## src/fcs_err_pkg.sv

```systemverilog
package fcs_err_pkg;

  // Bus and field widths
  localparam int          DATA_W      = 32;               // APB data width
  localparam int          ADDR_W      = 12;               // Decoded APB address bits
  localparam int          STRB_W      = DATA_W / 8;       // Byte lanes
  localparam int          CNT_W_DEF   = 16;               // Tally field width
  localparam int          CNT_W_MAX   = 16;               // Field held in byte lanes 0 and 1
  localparam int          BYTE_BITS   = 8;                // Bits per byte lane
  localparam int          LEN_FRAC_W  = 3;                // Frame length bits below one byte

  // Register map, byte addresses
  localparam logic [11:0] OFF_COUNT   = 12'h000;          // Tally register
  localparam logic [11:0] OFF_SET     = 12'h004;          // Atomic set alias
  localparam logic [11:0] OFF_CLR     = 12'h008;          // Atomic clear alias
  localparam logic [11:0] OFF_INV     = 12'h00c;          // Atomic invert alias

  // Reset and fixed values
  localparam logic [15:0] COUNT_RST   = 16'h0000;         // Tally after reset
  localparam logic [31:0] RDATA_ZERO  = 32'h0000_0000;    // Idle or unmapped read data
  localparam logic [2:0]  LEN_ALIGNED = 3'h0;             // Length residue of a whole-byte frame
  localparam logic [1:0]  LOW_LANES_OFF = 2'h0;           // Both low byte enables deasserted

  // Write flavours of the four addresses
  typedef enum logic [1:0] {OP_DIRECT, OP_SET, OP_CLR, OP_INV} wr_op_t;

  // Address is one of the four mapped words
  function automatic logic addr_mapped(input logic [11:0] a);
    addr_mapped = (a == OFF_COUNT) || (a == OFF_SET) || (a == OFF_CLR) || (a == OFF_INV);
  endfunction

  // Address is the tally register itself
  function automatic logic addr_is_count(input logic [11:0] a);
    addr_is_count = (a == OFF_COUNT);
  endfunction

endpackage

```

## src/rx_event_if.sv

```systemverilog
`timescale 1ns/1ps
// Qualified receive event between the qualifier and the tally
interface rx_event_if;
  logic inc;                                              // One-cycle count request
  modport src (output inc);
  modport dst (input  inc);
endinterface

```

## src/rx_frame_qualifier.sv

```systemverilog
`timescale 1ns/1ps
module rx_frame_qualifier
  import fcs_err_pkg::*;
(
  input  wire logic                  pclk,
  input  wire logic                  presetn,
  input  wire logic                  ce,
  input  wire logic                  rx_frame_done,
  input  wire logic                  rx_fcs_bad,
  input  wire logic [LEN_FRAC_W-1:0] rx_len_residue,
  rx_event_if.src                    ev
);

  // Registered state of the qualifier
  typedef struct packed {
    logic inc;                                            // Count request
  } qual_state_t;

  qual_state_t s_q;                                       // Current state
  qual_state_t s_d;                                       // Next state

  // Only receive completions with bad check sum and whole-byte length count
  always_comb
  begin
    s_d     = s_q;
    s_d.inc = rx_frame_done && rx_fcs_bad && (rx_len_residue == LEN_ALIGNED);
  end

  // State register, frozen while ce is low
  always_ff @(posedge pclk or negedge presetn)
  begin
    if (!presetn)
      s_q <= '0;
    else if (ce)
      s_q <= s_d;
  end

  assign ev.inc = s_q.inc;
endmodule

```

## src/rx_crc_error_counter.sv

```systemverilog
// Design decisions made here: the register offsets and the APB interface to the registers.
`timescale 1ns/1ps
// What this block does
// Count bad-FCS frames with whole-byte length
// Tally in bits 15-0, upper bits zero
// Read clears tally unless low enables off
// Only receive activity increments the tally
// Software writes tally only for debug
// Increment survives clearing read; tally wraps
module rx_crc_error_counter
  import fcs_err_pkg::*;
#(
  parameter int CNT_W = CNT_W_DEF                         // Tally width
)
(
  input  wire logic                  pclk,
  input  wire logic                  presetn,
  input  wire logic                  ce,
  input  wire logic                  psel,
  input  wire logic                  penable,
  input  wire logic                  pwrite,
  input  wire logic [ADDR_W-1:0]     paddr,
  input  wire logic [DATA_W-1:0]     pwdata,
  input  wire logic [STRB_W-1:0]     pstrb,
  output logic      [DATA_W-1:0]     prdata,
  output logic                       pready,
  output logic                       pslverr,
  input  wire logic                  rx_frame_done,
  input  wire logic                  rx_fcs_bad,
  input  wire logic [LEN_FRAC_W-1:0] rx_len_residue,
  output logic      [CNT_W-1:0]      crc_error_tally
);

  // Refuse widths the two low byte lanes cannot hold
  generate
    if (CNT_W < 1 || CNT_W > CNT_W_MAX)
    begin : g_bad_width
      $error("CNT_W must be 1 to 16");
    end
  endgenerate

  // All registered state of the block except the qualifier's count request
  typedef struct packed {
    logic [CNT_W-1:0]  count;                             // The tally
    logic [CNT_W-1:0]  snap;                              // Value shown to the pending read
    logic [DATA_W-1:0] rdata;                             // Read data register
    logic              ready;                             // Access phase answer
    logic              err;                               // Unmapped address answer
  } cnt_state_t;

  cnt_state_t s_q;                                        // Current state
  cnt_state_t s_d;                                        // Next state

  rx_event_if ev ();                                      // Qualified event carrier

  // Frame status qualifier
  rx_frame_qualifier u_qual (
    .pclk           (pclk),
    .presetn        (presetn),
    .ce             (ce),
    .rx_frame_done  (rx_frame_done),
    .rx_fcs_bad     (rx_fcs_bad),
    .rx_len_residue (rx_len_residue),
    .ev             (ev)
  );

  // Byte enables spread over the tally bits
  function automatic logic [CNT_W-1:0] lane_mask(input logic [STRB_W-1:0] strb);
    logic [CNT_W-1:0] m;
    m = '0;
    for (int i = 0; i < CNT_W; i++)
      m[i] = strb[i / BYTE_BITS];
    lane_mask = m;
  endfunction

  logic             setup;                                // Setup phase of a transfer
  logic             access;                               // Completing access phase
  logic             rd_clear;                             // Read that clears the tally
  logic             wr_hit;                               // Write to a mapped word
  wr_op_t           op;                                   // Flavour of the write
  logic [CNT_W-1:0] wmask;                                // Lanes written
  logic [CNT_W-1:0] wval;                                 // Write data in tally width
  logic [CNT_W-1:0] base;                                 // Tally after write or clear

  // Bus phase decode
  always_comb
  begin
    setup    = psel && !penable;
    access   = psel && penable && s_q.ready;
    rd_clear = access && !pwrite && addr_is_count(paddr)
               && (pstrb[1:0] != LOW_LANES_OFF);
    wr_hit   = access && pwrite && addr_mapped(paddr);
    wmask    = lane_mask(pstrb);
    wval     = pwdata[CNT_W-1:0];
    case (paddr)
      OFF_SET: op = OP_SET;
      OFF_CLR: op = OP_CLR;
      OFF_INV: op = OP_INV;
      default: op = OP_DIRECT;
    endcase
  end

  // Next-state logic: bus answer, write, clearing read and increment
  always_comb
  begin
    s_d   = s_q;
    base  = s_q.count;
    if (setup)
    begin
      // Answer comes in the first access cycle
      s_d.ready = 1'b1;
      s_d.err   = !addr_mapped(paddr);
      s_d.snap  = s_q.count;
      if (!pwrite && addr_mapped(paddr))
        s_d.rdata = {{(DATA_W-CNT_W){1'b0}}, s_q.count};
      else
        s_d.rdata = RDATA_ZERO;
    end
    else
    begin
      // Answer lasts one cycle
      s_d.ready = 1'b0;
      s_d.err   = 1'b0;
      s_d.rdata = RDATA_ZERO;
    end
    if (rd_clear)
    begin
      // Remove only what the read reported
      base = s_q.count - s_q.snap;
    end
    else if (wr_hit)
    begin
      // Direct or atomic alias write, per byte lane
      case (op)
        OP_SET:  base = s_q.count | (wval & wmask);
        OP_CLR:  base = s_q.count & ~(wval & wmask);
        OP_INV:  base = s_q.count ^ (wval & wmask);
        default: base = (s_q.count & ~wmask) | (wval & wmask);
      endcase
    end
    // Increment applied last so it is never lost; wraps past all ones
    s_d.count = base + CNT_W'(ev.inc);
  end

  // State register, frozen while ce is low
  always_ff @(posedge pclk or negedge presetn)
  begin
    if (!presetn)
    begin
      s_q       <= '0;
      s_q.count <= COUNT_RST[CNT_W-1:0];
    end
    else if (ce)
      s_q <= s_d;
  end

  // Outputs straight from the state register
  assign prdata          = s_q.rdata;
  assign pready          = s_q.ready;
  assign pslverr         = s_q.err;
  assign crc_error_tally = s_q.count;
endmodule

```

## config.mk

```make
export PLATFORM = sky130hd
export DESIGN_NAME = rx_crc_error_counter
export DESIGN_NICKNAME = d
export VERILOG_FILES = /design/src/fcs_err_pkg.sv /design/src/rx_event_if.sv /design/src/rx_frame_qualifier.sv /design/src/rx_crc_error_counter.sv
export SDC_FILE = /design/constraint.sdc
export NUM_CORES = 1
export LEC_CHECK = 0
export ABC_AREA = 1
export BUFFER_PORTS_ARGS = -buffer_cell sky130_fd_sc_hd__buf_2
export CORE_ASPECT_RATIO = 0.5
export CORE_MARGIN = 2
export CORE_UTILIZATION = 57
export CTS_CLUSTER_SIZE = 24
export DETAILED_ROUTE_END_ITERATION = 10
export PLACE_DENSITY = 0.83
export SYNTH_ARGS = -nofsm -noshare
export SYNTH_HDL_FRONTEND = slang
export SYNTH_SLANG_ARGS = --single-unit
```

## constraint.sdc

```tcl
create_clock -name pclk -period 3.2 [get_ports pclk]
set_input_delay 0 -clock pclk [delete_from_list [all_inputs] [get_ports pclk]]
set_output_delay 0 -clock pclk [all_outputs]
set_load 0.01 [all_outputs]
```

=== Word level (Yosys, flattened, before mapping) ===
Cells that the tools add are included.

* Register bits: 67

* Add/sub/neg operators: 2
* Bitwise gates (word level): 8
* Equality and inequality tests: 6
* Mux-type cells: 6
* Reductions and logical operators: 21

{| class="wikitable"
|+ Operators with widths
! operator !! count
|-
| $and A16 B16 Y16 || 3
|-
| $mux W16 || 3
|-
| $pmux W16 S3 || 1
|-
| $not A16 Y16 || 2
|-
| $or A16 B16 Y16 || 2
|-
| $eq A12 B4 Y1 const B || 2
|-
| $mux W18 || 1
|-
| $add A16 B1 Y16 || 1
|-
| $sub A16 B16 Y16 || 1
|-
| $xor A16 B16 Y16 || 1
|-
| $eq A12 B3 Y1 const B || 1
|-
| $logic_not A12 Y1 || 1
|-
| $logic_and A1 B1 Y1 || 11
|-
| $pmux W2 S3 || 1
|-
| $eq A2 B2 Y1 const B || 2
|-
| $logic_not A1 Y1 || 3
|-
| $logic_not A3 Y1 || 1
|-
| $logic_or A1 B1 Y1 || 3
|-
| $eq A2 B1 Y1 const B || 1
|-
| $reduce_and A2 Y1 || 1
|-
| $reduce_bool A2 Y1 || 1
|}

=== Logic depth before layout (Yosys ltp) ===
Gate-level depths: netlist of run 1.

* Depth after elaboration: 8
* Mapped depth: 21
* Depth with buffers taken out: 21

=== By module ===
From an unflattened synthesis of run 1, not the netlist that was laid out.

* Cell total of the unflattened synthesis: 769
* Area total of the unflattened synthesis: 4949.7 um^2

{| class="wikitable"
|+ By module, submodules not included
! module !! times used !! cells each !! area an instance (um^2)
|-
| rx_crc_error_counter || 1 || 760 || 4890.9
|-
| rx_frame_qualifier || 1 || 9 || 58.8
|}

=== Worst setup path after synthesis of run 1 ===
OpenSTA, ideal clock, no wires.

* Path kind: register to register
* Start: register s_q (netlist bit pready)
* End: register s_q (netlist bit crc_error_tally[14])
* Arrival: 2.418 ns
* Cell stages (with the launch flop): 20
* Setup time: 0.116 ns
* Path buffers: 1
* Required time: 3.084 ns
* Setup slack: 0.666 ns
* Cells stage by stage: dfrtp_1 > nand3_1 > inv_1 > nand3_2 > nor2_8 > inv_2 > buf_6 > o21ai_0 > a21oi_1 > a21oi_1 > ha_1 > ha_1 > nand3_4 > nor2_8 > nor2b_4 > nand2_1 > nand2_1 > nand2_1 > nand2_1 > nand2_1

* Longest elaborated chain between the ends: 6
* Elaborated cells on any way between the ends: 9
* Those cells by class: add/sub (1); mux (2); reduce/logical (6)

{| class="wikitable"
|+ RTL lines
! item !! RTL line !! source
|-
| start, declared || rx_crc_error_counter.sv:51 || <nowiki>cnt_state_t s_q;</nowiki>
|-
| $logic_and A1 B1 Y1 (*) || rx_crc_error_counter.sv:89 || <nowiki>access = psel && penable && s_q.ready;</nowiki>
|-
| $logic_and A1 B1 Y1, on equally long branches (2 in a row) || rx_crc_error_counter.sv:92, rx_crc_error_counter.sv:90 ||
|-
| $mux W16 or $logic_and A1 B1 Y1 (tied branches) || rx_crc_error_counter.sv:131, rx_crc_error_counter.sv:91 ||
|-
| $mux W16 (*) || rx_crc_error_counter.sv:126 || <nowiki>if (rd_clear)</nowiki>
|-
| $add A16 B1 Y16 (*) || rx_crc_error_counter.sv:142 || <nowiki>s_d.count = base + CNT_W'(ev.inc);</nowiki>
|}

Every way passes the cells marked *; elsewhere a longest branch is shown, timed or not.
A chain may end at the register's enable or synchronous reset.

=== Final worst setup path of run 1 ===
* Start: register s_q (netlist bit crc_error_tally[0])
* End: register s_q (netlist bit crc_error_tally[14])

* Longest elaborated chain between the ends: 6
* Elaborated cells on any way between the ends: 10
* Those cells by class: add/sub (2); mux (3); bitwise (5)

{| class="wikitable"
|+ RTL lines
! item !! RTL line
|-
| branches (longest 4 deep; another with $sub A16 B16 Y16) || -
|-
| $mux W16 (*) || rx_crc_error_counter.sv:126
|-
| $add A16 B1 Y16 (*) || rx_crc_error_counter.sv:142
|}

Every way passes the cells marked *.

==> results of run 1 <==
==> stage by stage <==
stage / worst slack, ps / hold slack (ps) / utilization (%)
floorplan: 666 / -296 / -
global placement: 575 / 56.6 / 61.9
detailed placement: 515 / 68.7 / 61.9
CTS: 489 / 84.9 / 64.0
global route: 125 / 101 / 64.0
finish: 457 / 81.0 / 64.0
==> worst paths after layout <==
| path | start | slack, ps | depth (start not counted) | to |
|---|---|---|---|---|
| max in group asynchronous | presetn | 2110 | 3 | prdata[11]$_DFFE_PN0P_ |
| min | ce | 80 | 3 | crc_error_tally[1]$_DFFE_PN0P_ |
| min in group asynchronous | presetn | 310 | 2 | pslverr$_DFFE_PN0P_ |
| min reg2reg | prdata[0]$_DFFE_PN0P_ | 480 | 2 | prdata[0]$_DFFE_PN0P_ |
| max reg2reg | crc_error_tally[0]$_DFFE_PN0P_ | 460 | 20 | crc_error_tally[14]$_DFFE_PN0P_ |
| max | crc_error_tally[0]$_DFFE_PN0P_ | 460 | 20 | crc_error_tally[14]$_DFFE_PN0P_ |
==> logic make-up (layout without fill, tap and decap cells) <==
family	count (synthesis)	after routing	share of synthesized area, %
flops	51	51	24.4
simple gates	425	425	39.6
other cells	1	16	0.0718
buf+inv	149	183	15.1
compound gates	98	98	10.7
fa+ha+maj	34	34	8.28
xor+xnor	11	11	1.84
==> metal layers <==
| layer | vias to the layer above | GRT usage (%) |
|---|---|---|
| li1 | 2499 | - |
| met1 | 2218 | 44.3 |
| met2 | 204 | 40.2 |
| met3 | 11 | 3.48 |
| met4 | 0 | 6.06 |
| met5 | - | 0 |
==> registers in the layout (all words and copies together), names as in the netlist <==
signal,cells
pslverr,1
u_qual.ev.inc,1
crc_error_tally,16
pready,1
prdata,16
s_q,16
==> critical path: stages, from the launching register on <==
cell and delay, ps:
dfrtp_1 390, inv_1 100, ha_1 180, inv_1 70, fa_1 400, nand3_1 100
nand3_1 150, nand2_1 90, nand2_1 90, a21oi_1 190, nand2_1 100, nand3_1 110
nand2_1 100, nor2_1 140, nand2_1 60, nor2_1 120, nand2_1 60, nand2_1 50
nand2_1 40, nand2_1 50, nand2_1 50
==> power by group through the flow <==
| stage | combinational [W] | clock, W | sequential [W] |
|---|---|---|---|
| 6_report | 0.00123 | 0.000556 | 0.000742 |
| 5_1_grt | 0.00138 | 0.000582 | 0.000748 |
| 4_1_cts | 0.00121 | 0.000561 | 0.000740 |
| 3_5_place_dp | 0.00120 | 0 | 0.000752 |
| 3_3_place_gp | 0.00119 | 0 | 0.000752 |
| 2_1_floorplan | 0.000876 | 0 | 0.000765 |
==> repair_timing <==
item,in CTS,in global routing
hold buffers,3,0
resized for setup,0,0
buffers inserted,0,0
hold endpoints to repair,27,0
==> cell type report <==
cell class / count / area share [%]
Clock inverter: 1 / 0.156
Inverter: 83 / 5.67
Clock buffer: 6 / 2.47
Timing Repair Buffer: 93 / 9.25
Multi-Input combinational cell: 584 / 57.2
Sequential cell: 51 / 22.7
Tap cell: 117 / 2.60
==> cells in the final DEF (no fill, tap or decap), drive strengths merged, types with 5 or more instances in the layout <==
master,count
o21ai,52
xnor2,5
nand3b,8
nor2,64
clkbuf,6
ha,33
nand2,271
conb,16
nand3,60
nand4,12
dfrtp,51
buf,90
inv,83
a21oi,39
xor2,6
==> Flow_metrics.wiki, run 1 <==
{| class="wikitable"
! Metric !! Value
|-
| Total DRC errors in the routed layout || 0
|-
| Height of the chip || 71.7 µm
|-
| Count of endpoints failing setup in the final report || 0
|-
| Die ar. || 0.0100 mm²
|-
| Detailed router's first-iteration violation count || 482
|-
| Pre-antenna DRT Iters || 7
|-
| Area share of the leading cell type in the synthesized netlist || 24.4%
|-
| Category of the most critical setup path || register to register
|-
| Number of H-tree branching levels || 2
|-
| Switching Share || 43.3%
|-
| Maximum root-to-sink buffer count || 2
|-
| Worst Max-Slew Pin Slew || 1150 ps
|-
| Boundary pin count || 109
|-
| Total number of vias || 4932
|-
| Routed wire length || 13.6 mm
|-
| Ranking of synthesized cells by instance count || nand2_1, inv_1, nand3_1
|-
| Hold Vio Cnt, Final || 0
|-
| Cell type with the largest total area after synthesis || dfrtp_1
|-
| Initial antenna violation count || 0
|-
| Maximum clock frequency || 365 MHz
|-
| Detailed Place HPWL || 10.8 mm
|-
| Number of fill cells in the layout || 797
|-
| Number of placed instances with taps included || 925
|-
| Max_slew headroom || 23.3%
|-
| Clk pwr share || 22.0%
|-
| Number of global-route vias before repair || 4346
|-
| Final instance area || 0.00563 mm²
|-
| Cell types occupying the most area after synthesis || dfrtp_1, nand2_1, ha_1
|-
| Post-synthesis average cell area || 6.80 µm²
|-
| Number of rows in the core area || 24
|-
| Internal power consumption || 0.00144 W
|-
| Count of maximum capacitance violations || 0
|-
| Overflow after GRT || 0
|-
| Sink Count || 51
|-
| First-pass GRT wire length || 22.1 mm
|-
| Highest layer used for signal routing || met4
|-
| Number of diodes added for antenna fixing || 0
|-
| Endpoint type of the worst setup path || register
|-
| Share of the yosys chip area belonging to registers || 24.4%
|-
| Count of mapped cells out of synthesis || 769
|-
| Routed length on met3 || 1.17 mm
|-
| Area taken by multi-input logic gates || 0.00322 mm²
|-
| Proportion of layout cells with a drive suffix above 1 || 19.9%
|-
| Wire length on met1 || 7.03 mm
|-
| RSZ-0062 raised after global routing || false
|-
| Final Skew || 7.77 ps
|-
| PwrDens || 449 mW/mm²
|-
| TritonCTS clock tree || yes
|-
| Port Buffers || 74
|-
| Routed Antenna Nets || 0
|-
| Number of max-slew violations in the final report || 0
|-
| Core area || 0.00880 mm²
|-
| Post-DR vias/cell || 5.27
|-
| Count of flip-flops with a built-in enable after synthesis || 0
|-
| Status || finished, final reports clean
|-
| Die width || 139 µm
|-
| Worst min path class || primary input to register
|-
| Data required time at the worst endpoint || 3390 ps
|-
| Global-route usage over all layers || 27.9%
|-
| TritonCTS buffer count || 5
|-
| Proportion of register bits with asynchronous set or reset after synthesis || 100%
|-
| Sequential cell area || 0.00128 mm²
|-
| Met2 WL post-DR || 5.25 mm
|-
| Routed len/inst || 14.6 µm
|-
| Top flip-flop cell by instance count after synthesis || dfrtp_1
|-
| Highest ir drop seen on vdd || 0.296 mV
|-
| Power after layout || 0.00253 W
|-
| Pin count of the biggest net entering global routing || 39
|-
| Cell leakage power || 3.20 nW
|-
| Initial cell density of the core || 59.4%
|-
| Final period demand of the worst path || 2740 ps
|-
| Most common cell in the netlist || nand2_1
|-
| Routability congestion estimate from global placement || 0.916
|-
| Highest fanout seen on the critical path || 5
|-
| Arrival time of the worst setup path || 2930 ps
|-
| Flop and latch count out of synthesis || 51
|-
| Comb pwr share || 48.7%
|-
| Reported net switching power || 0.00109 W
|-
| Layout area overhead || 7.68%
|-
| Count of nets after finishing || 911
|-
| Placed cell area || 0.00545 mm²
|-
| Total negative setup slack || 0 ps
|-
| Number of distinct library cell variants in the gate-level netlist after synthesis || 45
|-
| Flop pwr share || 29.3%
|-
| CTS clock-pin slew for the worst setup and hold paths || 70 ps
|-
| Synth Cell Area || 0.00523 mm²
|-
| Critical path launch point type || register
|-
| Final Non-Filler Cells || 935
|-
| Total of warnings raised by yosys || 0
|-
| CTS root buf || clkbuf_16
|-
| Insertion delay to the later sink of the worst-skew pair || 300 ps
|-
| Post-route fraction of the period consumed by the critical path || 85.7%
|}
Note: power is estimated with default switching activity, not from simulation.
==> run 2: changes to the inputs <==
--- a/config.mk
+++ b/config.mk
@@ -12,6 +12,7 @@
 export CORE_UTILIZATION = 57
 export CTS_CLUSTER_SIZE = 24
 export DETAILED_ROUTE_END_ITERATION = 10
+export MAX_ROUTING_LAYER = met4
 export PLACE_DENSITY = 0.83
 export SYNTH_ARGS = -nofsm -noshare
 export SYNTH_HDL_FRONTEND = slang
==> Flow_metrics.wiki, run 2 (synthesized netlist as in run 1, its figures left out) <==
{| class="wikitable"
! Metric !! Value
|-
| Capturing point of the worst reg2reg path || crc_error_tally[12]$_DFFE_PN0P_
|-
| Number of buffers and inverters on the critical path || 4
|-
| CTS root buf || clkbuf_16
|-
| Detailed router's first-iteration violation count || 469
|-
| Routed len/inst || 14.8 µm
|-
| Flop pwr share || 29.2%
|-
| Core area || 0.00880 mm²
|-
| Die ar. || 0.0100 mm²
|-
| Global-route usage over all layers || 29.8%
|-
| Depth of the worst register-to-register path || 20
|-
| First-pass GRT wire length || 23.1 mm
|-
| Initial antenna violation count || 0
|-
| Critical hold path startpoint || ce
|-
| Initial cell density of the core || 59.4%
|-
| Cell leakage power || 3.20 nW
|-
| Hold Vio Cnt, Final || 0
|-
| Data required time at the worst endpoint || 3380 ps
|-
| Number of max-slew violations in the final report || 0
|-
| Max incr delay on CP || 460 ps
|-
| Post-route fraction of the period consumed by the critical path || 89.7%
|-
| Port Buffers || 74
|-
| Count of nets after finishing || 911
|-
| PwrDens || 454 mW/mm²
|-
| Hold path cells || 3
|-
| Boundary pin count || 109
|-
| Count of maximum capacitance violations || 0
|-
| Sequential cell area || 0.00128 mm²
|-
| Reported net switching power || 0.00111 W
|-
| Worst Max-Slew Pin Slew || 1200 ps
|-
| Area taken by multi-input logic gates || 0.00323 mm²
|-
| Detailed Place HPWL || 11.0 mm
|-
| Post-DR vias/cell || 5.34
|-
| Most common cell after layout, fill and taps aside || nand2_1
|-
| Number of rows in the core area || 24
|-
| Height of the chip || 71.7 µm
|-
| Hold EP || crc_error_tally[1]$_DFFE_PN0P_
|-
| Pre-antenna DRT Iters || 5
|-
| Number of global-route vias before repair || 4615
|-
| Insertion delay to the later sink of the worst-skew pair || 290 ps
|-
| Proportion of layout cells with a drive suffix above 1 || 20.4%
|-
| Category of the most critical setup path || register to register
|-
| Worst reg2reg startpoint || crc_error_tally[0]$_DFFE_PN0P_
|-
| Highest fanout seen on the critical path || 5
|-
| Maximum root-to-sink buffer count || 2
|-
| Number of fill cells in the layout || 824
|-
| Sink Count || 51
|-
| Cell occurring most often along the worst timing path || nand2_1
|-
| Comb pwr share || 49.1%
|-
| Max_slew headroom || 20.1%
|-
| Routed wire length || 13.9 mm
|-
| Number of diodes added for antenna fixing || 0
|-
| Die width || 139 µm
|-
| Clk pwr share || 21.7%
|-
| Routability congestion estimate from global placement || 0.952
|-
| TritonCTS clock tree || yes
|-
| Final period demand of the worst path || 2870 ps
|-
| RSZ-0062 raised after global routing || false
|-
| Switching Share || 43.3%
|-
| Register-to-register path setup slack || 330 ps
|-
| Highest ir drop seen on vdd || 0.306 mV
|-
| Overflow after GRT || 0
|-
| CTS clock-pin slew for the worst setup and hold paths || 70 ps
|-
| Internal power consumption || 0.00145 W
|-
| Final Skew || 9.43 ps
|-
| Status || finished, final reports clean
|-
| Total DRC errors in the routed layout || 0
|-
| Endpoint type of the worst setup path || register
|-
| Arrival time of the worst setup path || 3050 ps
|-
| Cell-by-cell listing of the critical path || inv_2, ha_1, inv_1, fa_1, nand3_1, nand3_2, nand2_1, nand2_1, a21oi_2, buf_4, inv_1, nand2_1, nand3_1, nand2_1, nor2_1, and2_1, nand4_1, nand2_1, nand2_1, nand2_1
|-
| Total number of vias || 4995
|-
| Layout area overhead || 7.95%
|-
| Routed Antenna Nets || 0
|-
| Post-route core utilization || 64.1%
|-
| Cell at the slowest stage of the critical path || dfrtp_2
|-
| Maximum clock frequency || 348 MHz
|-
| Cell family contributing the most delay on the critical path || simple AND/OR/NAND/NOR gates
|-
| TritonCTS buffer count || 5
|-
| Worst min path class || primary input to register
|-
| Critical path launch point type || register
|-
| Total negative setup slack || 0 ps
|-
| Count of endpoints failing setup in the final report || 0
|-
| Most used cells in the layout excluding fill and tap cells || nand2_1, inv_1, buf_2
|-
| Pin count of the biggest net entering global routing || 39
|-
| Number of H-tree branching levels || 2
|}
## run 2: worst max-delay path by stage
stage | start | endpoint | depth (start not counted)
floorplan | pready$_DFFE_PN0P_ | crc_error_tally[14]$_DFFE_PN0P_ | 19
global placement | crc_error_tally[0]$_DFFE_PN0P_ | crc_error_tally[14]$_DFFE_PN0P_ | 20
detailed placement | crc_error_tally[0]$_DFFE_PN0P_ | crc_error_tally[14]$_DFFE_PN0P_ | 20
CTS | crc_error_tally[0]$_DFFE_PN0P_ | crc_error_tally[14]$_DFFE_PN0P_ | 20
global route | crc_error_tally[0]$_DFFE_PN0P_ | crc_error_tally[15]$_DFFE_PN0P_ | 20
finish | crc_error_tally[0]$_DFFE_PN0P_ | crc_error_tally[12]$_DFFE_PN0P_ | 20
## run 2: per-layer routing
metal	part of all wire (%)	GRT usage, %	wire length (µm)	vias up
met5	0	-	0	-
met4	0.86	5.27	119	0
met3	9.7	4.41	1350	16
met2	39	43.7	5450	229
met1	50	44.1	6970	2254
li1	-	-	-	2496
## run 2: cell type report
cell class | count | area share [%]
Clock buffer | 7 | 2.53
Clock inverter | 1 | 0.155
Inverter | 83 | 5.66
Multi-Input combinational cell | 584 | 57.2
Sequential cell | 51 | 22.6
Tap cell | 117 | 2.59
Timing Repair Buffer | 93 | 9.23
## run 2: tightest hold or removal path: cells and delay by family
family	cells	cell delay, ps
buffers and inverters	1	210
AND/OR/NAND/NOR	2	150
## run 2: per-stage QoR
stage	area [µm²]	power (W)	setup WS, ps	hold slack (ps)	cells
after floorplan	5280	0.00164	666	-296	784
after global placement	5440	0.00193	357	34.1	924
after detailed placement	5440	0.00196	249	52.4	924
after CTS	5620	0.00251	225	96.8	935
after global routing	5640	0.00277	33.1	114	936
final	5640	0.00256	330	98.8	936
## run 2: power by group through the flow
| stage | clock network [W] | logic (W) | registers [W] |
|---|---|---|---|
| 5_1_grt | 0.000586 | 0.00143 | 0.000754 |
| 3_5_place_dp | 0 | 0.00120 | 0.000757 |
| 2_1_floorplan | 0 | 0.000876 | 0.000765 |
| 6_report | 0.000556 | 0.00126 | 0.000747 |
| 4_1_cts | 0.000557 | 0.00121 | 0.000744 |
| 3_3_place_gp | 0 | 0.00117 | 0.000754 |
## run 2: repair_timing
item                                    4_1_cts  5_1_grt
hold buffers                                  3        0
endpoints found under the setup margin        0        6
hold endpoints to repair                     25        0
gates resized for setup                       0        4
buffers inserted                              0        1
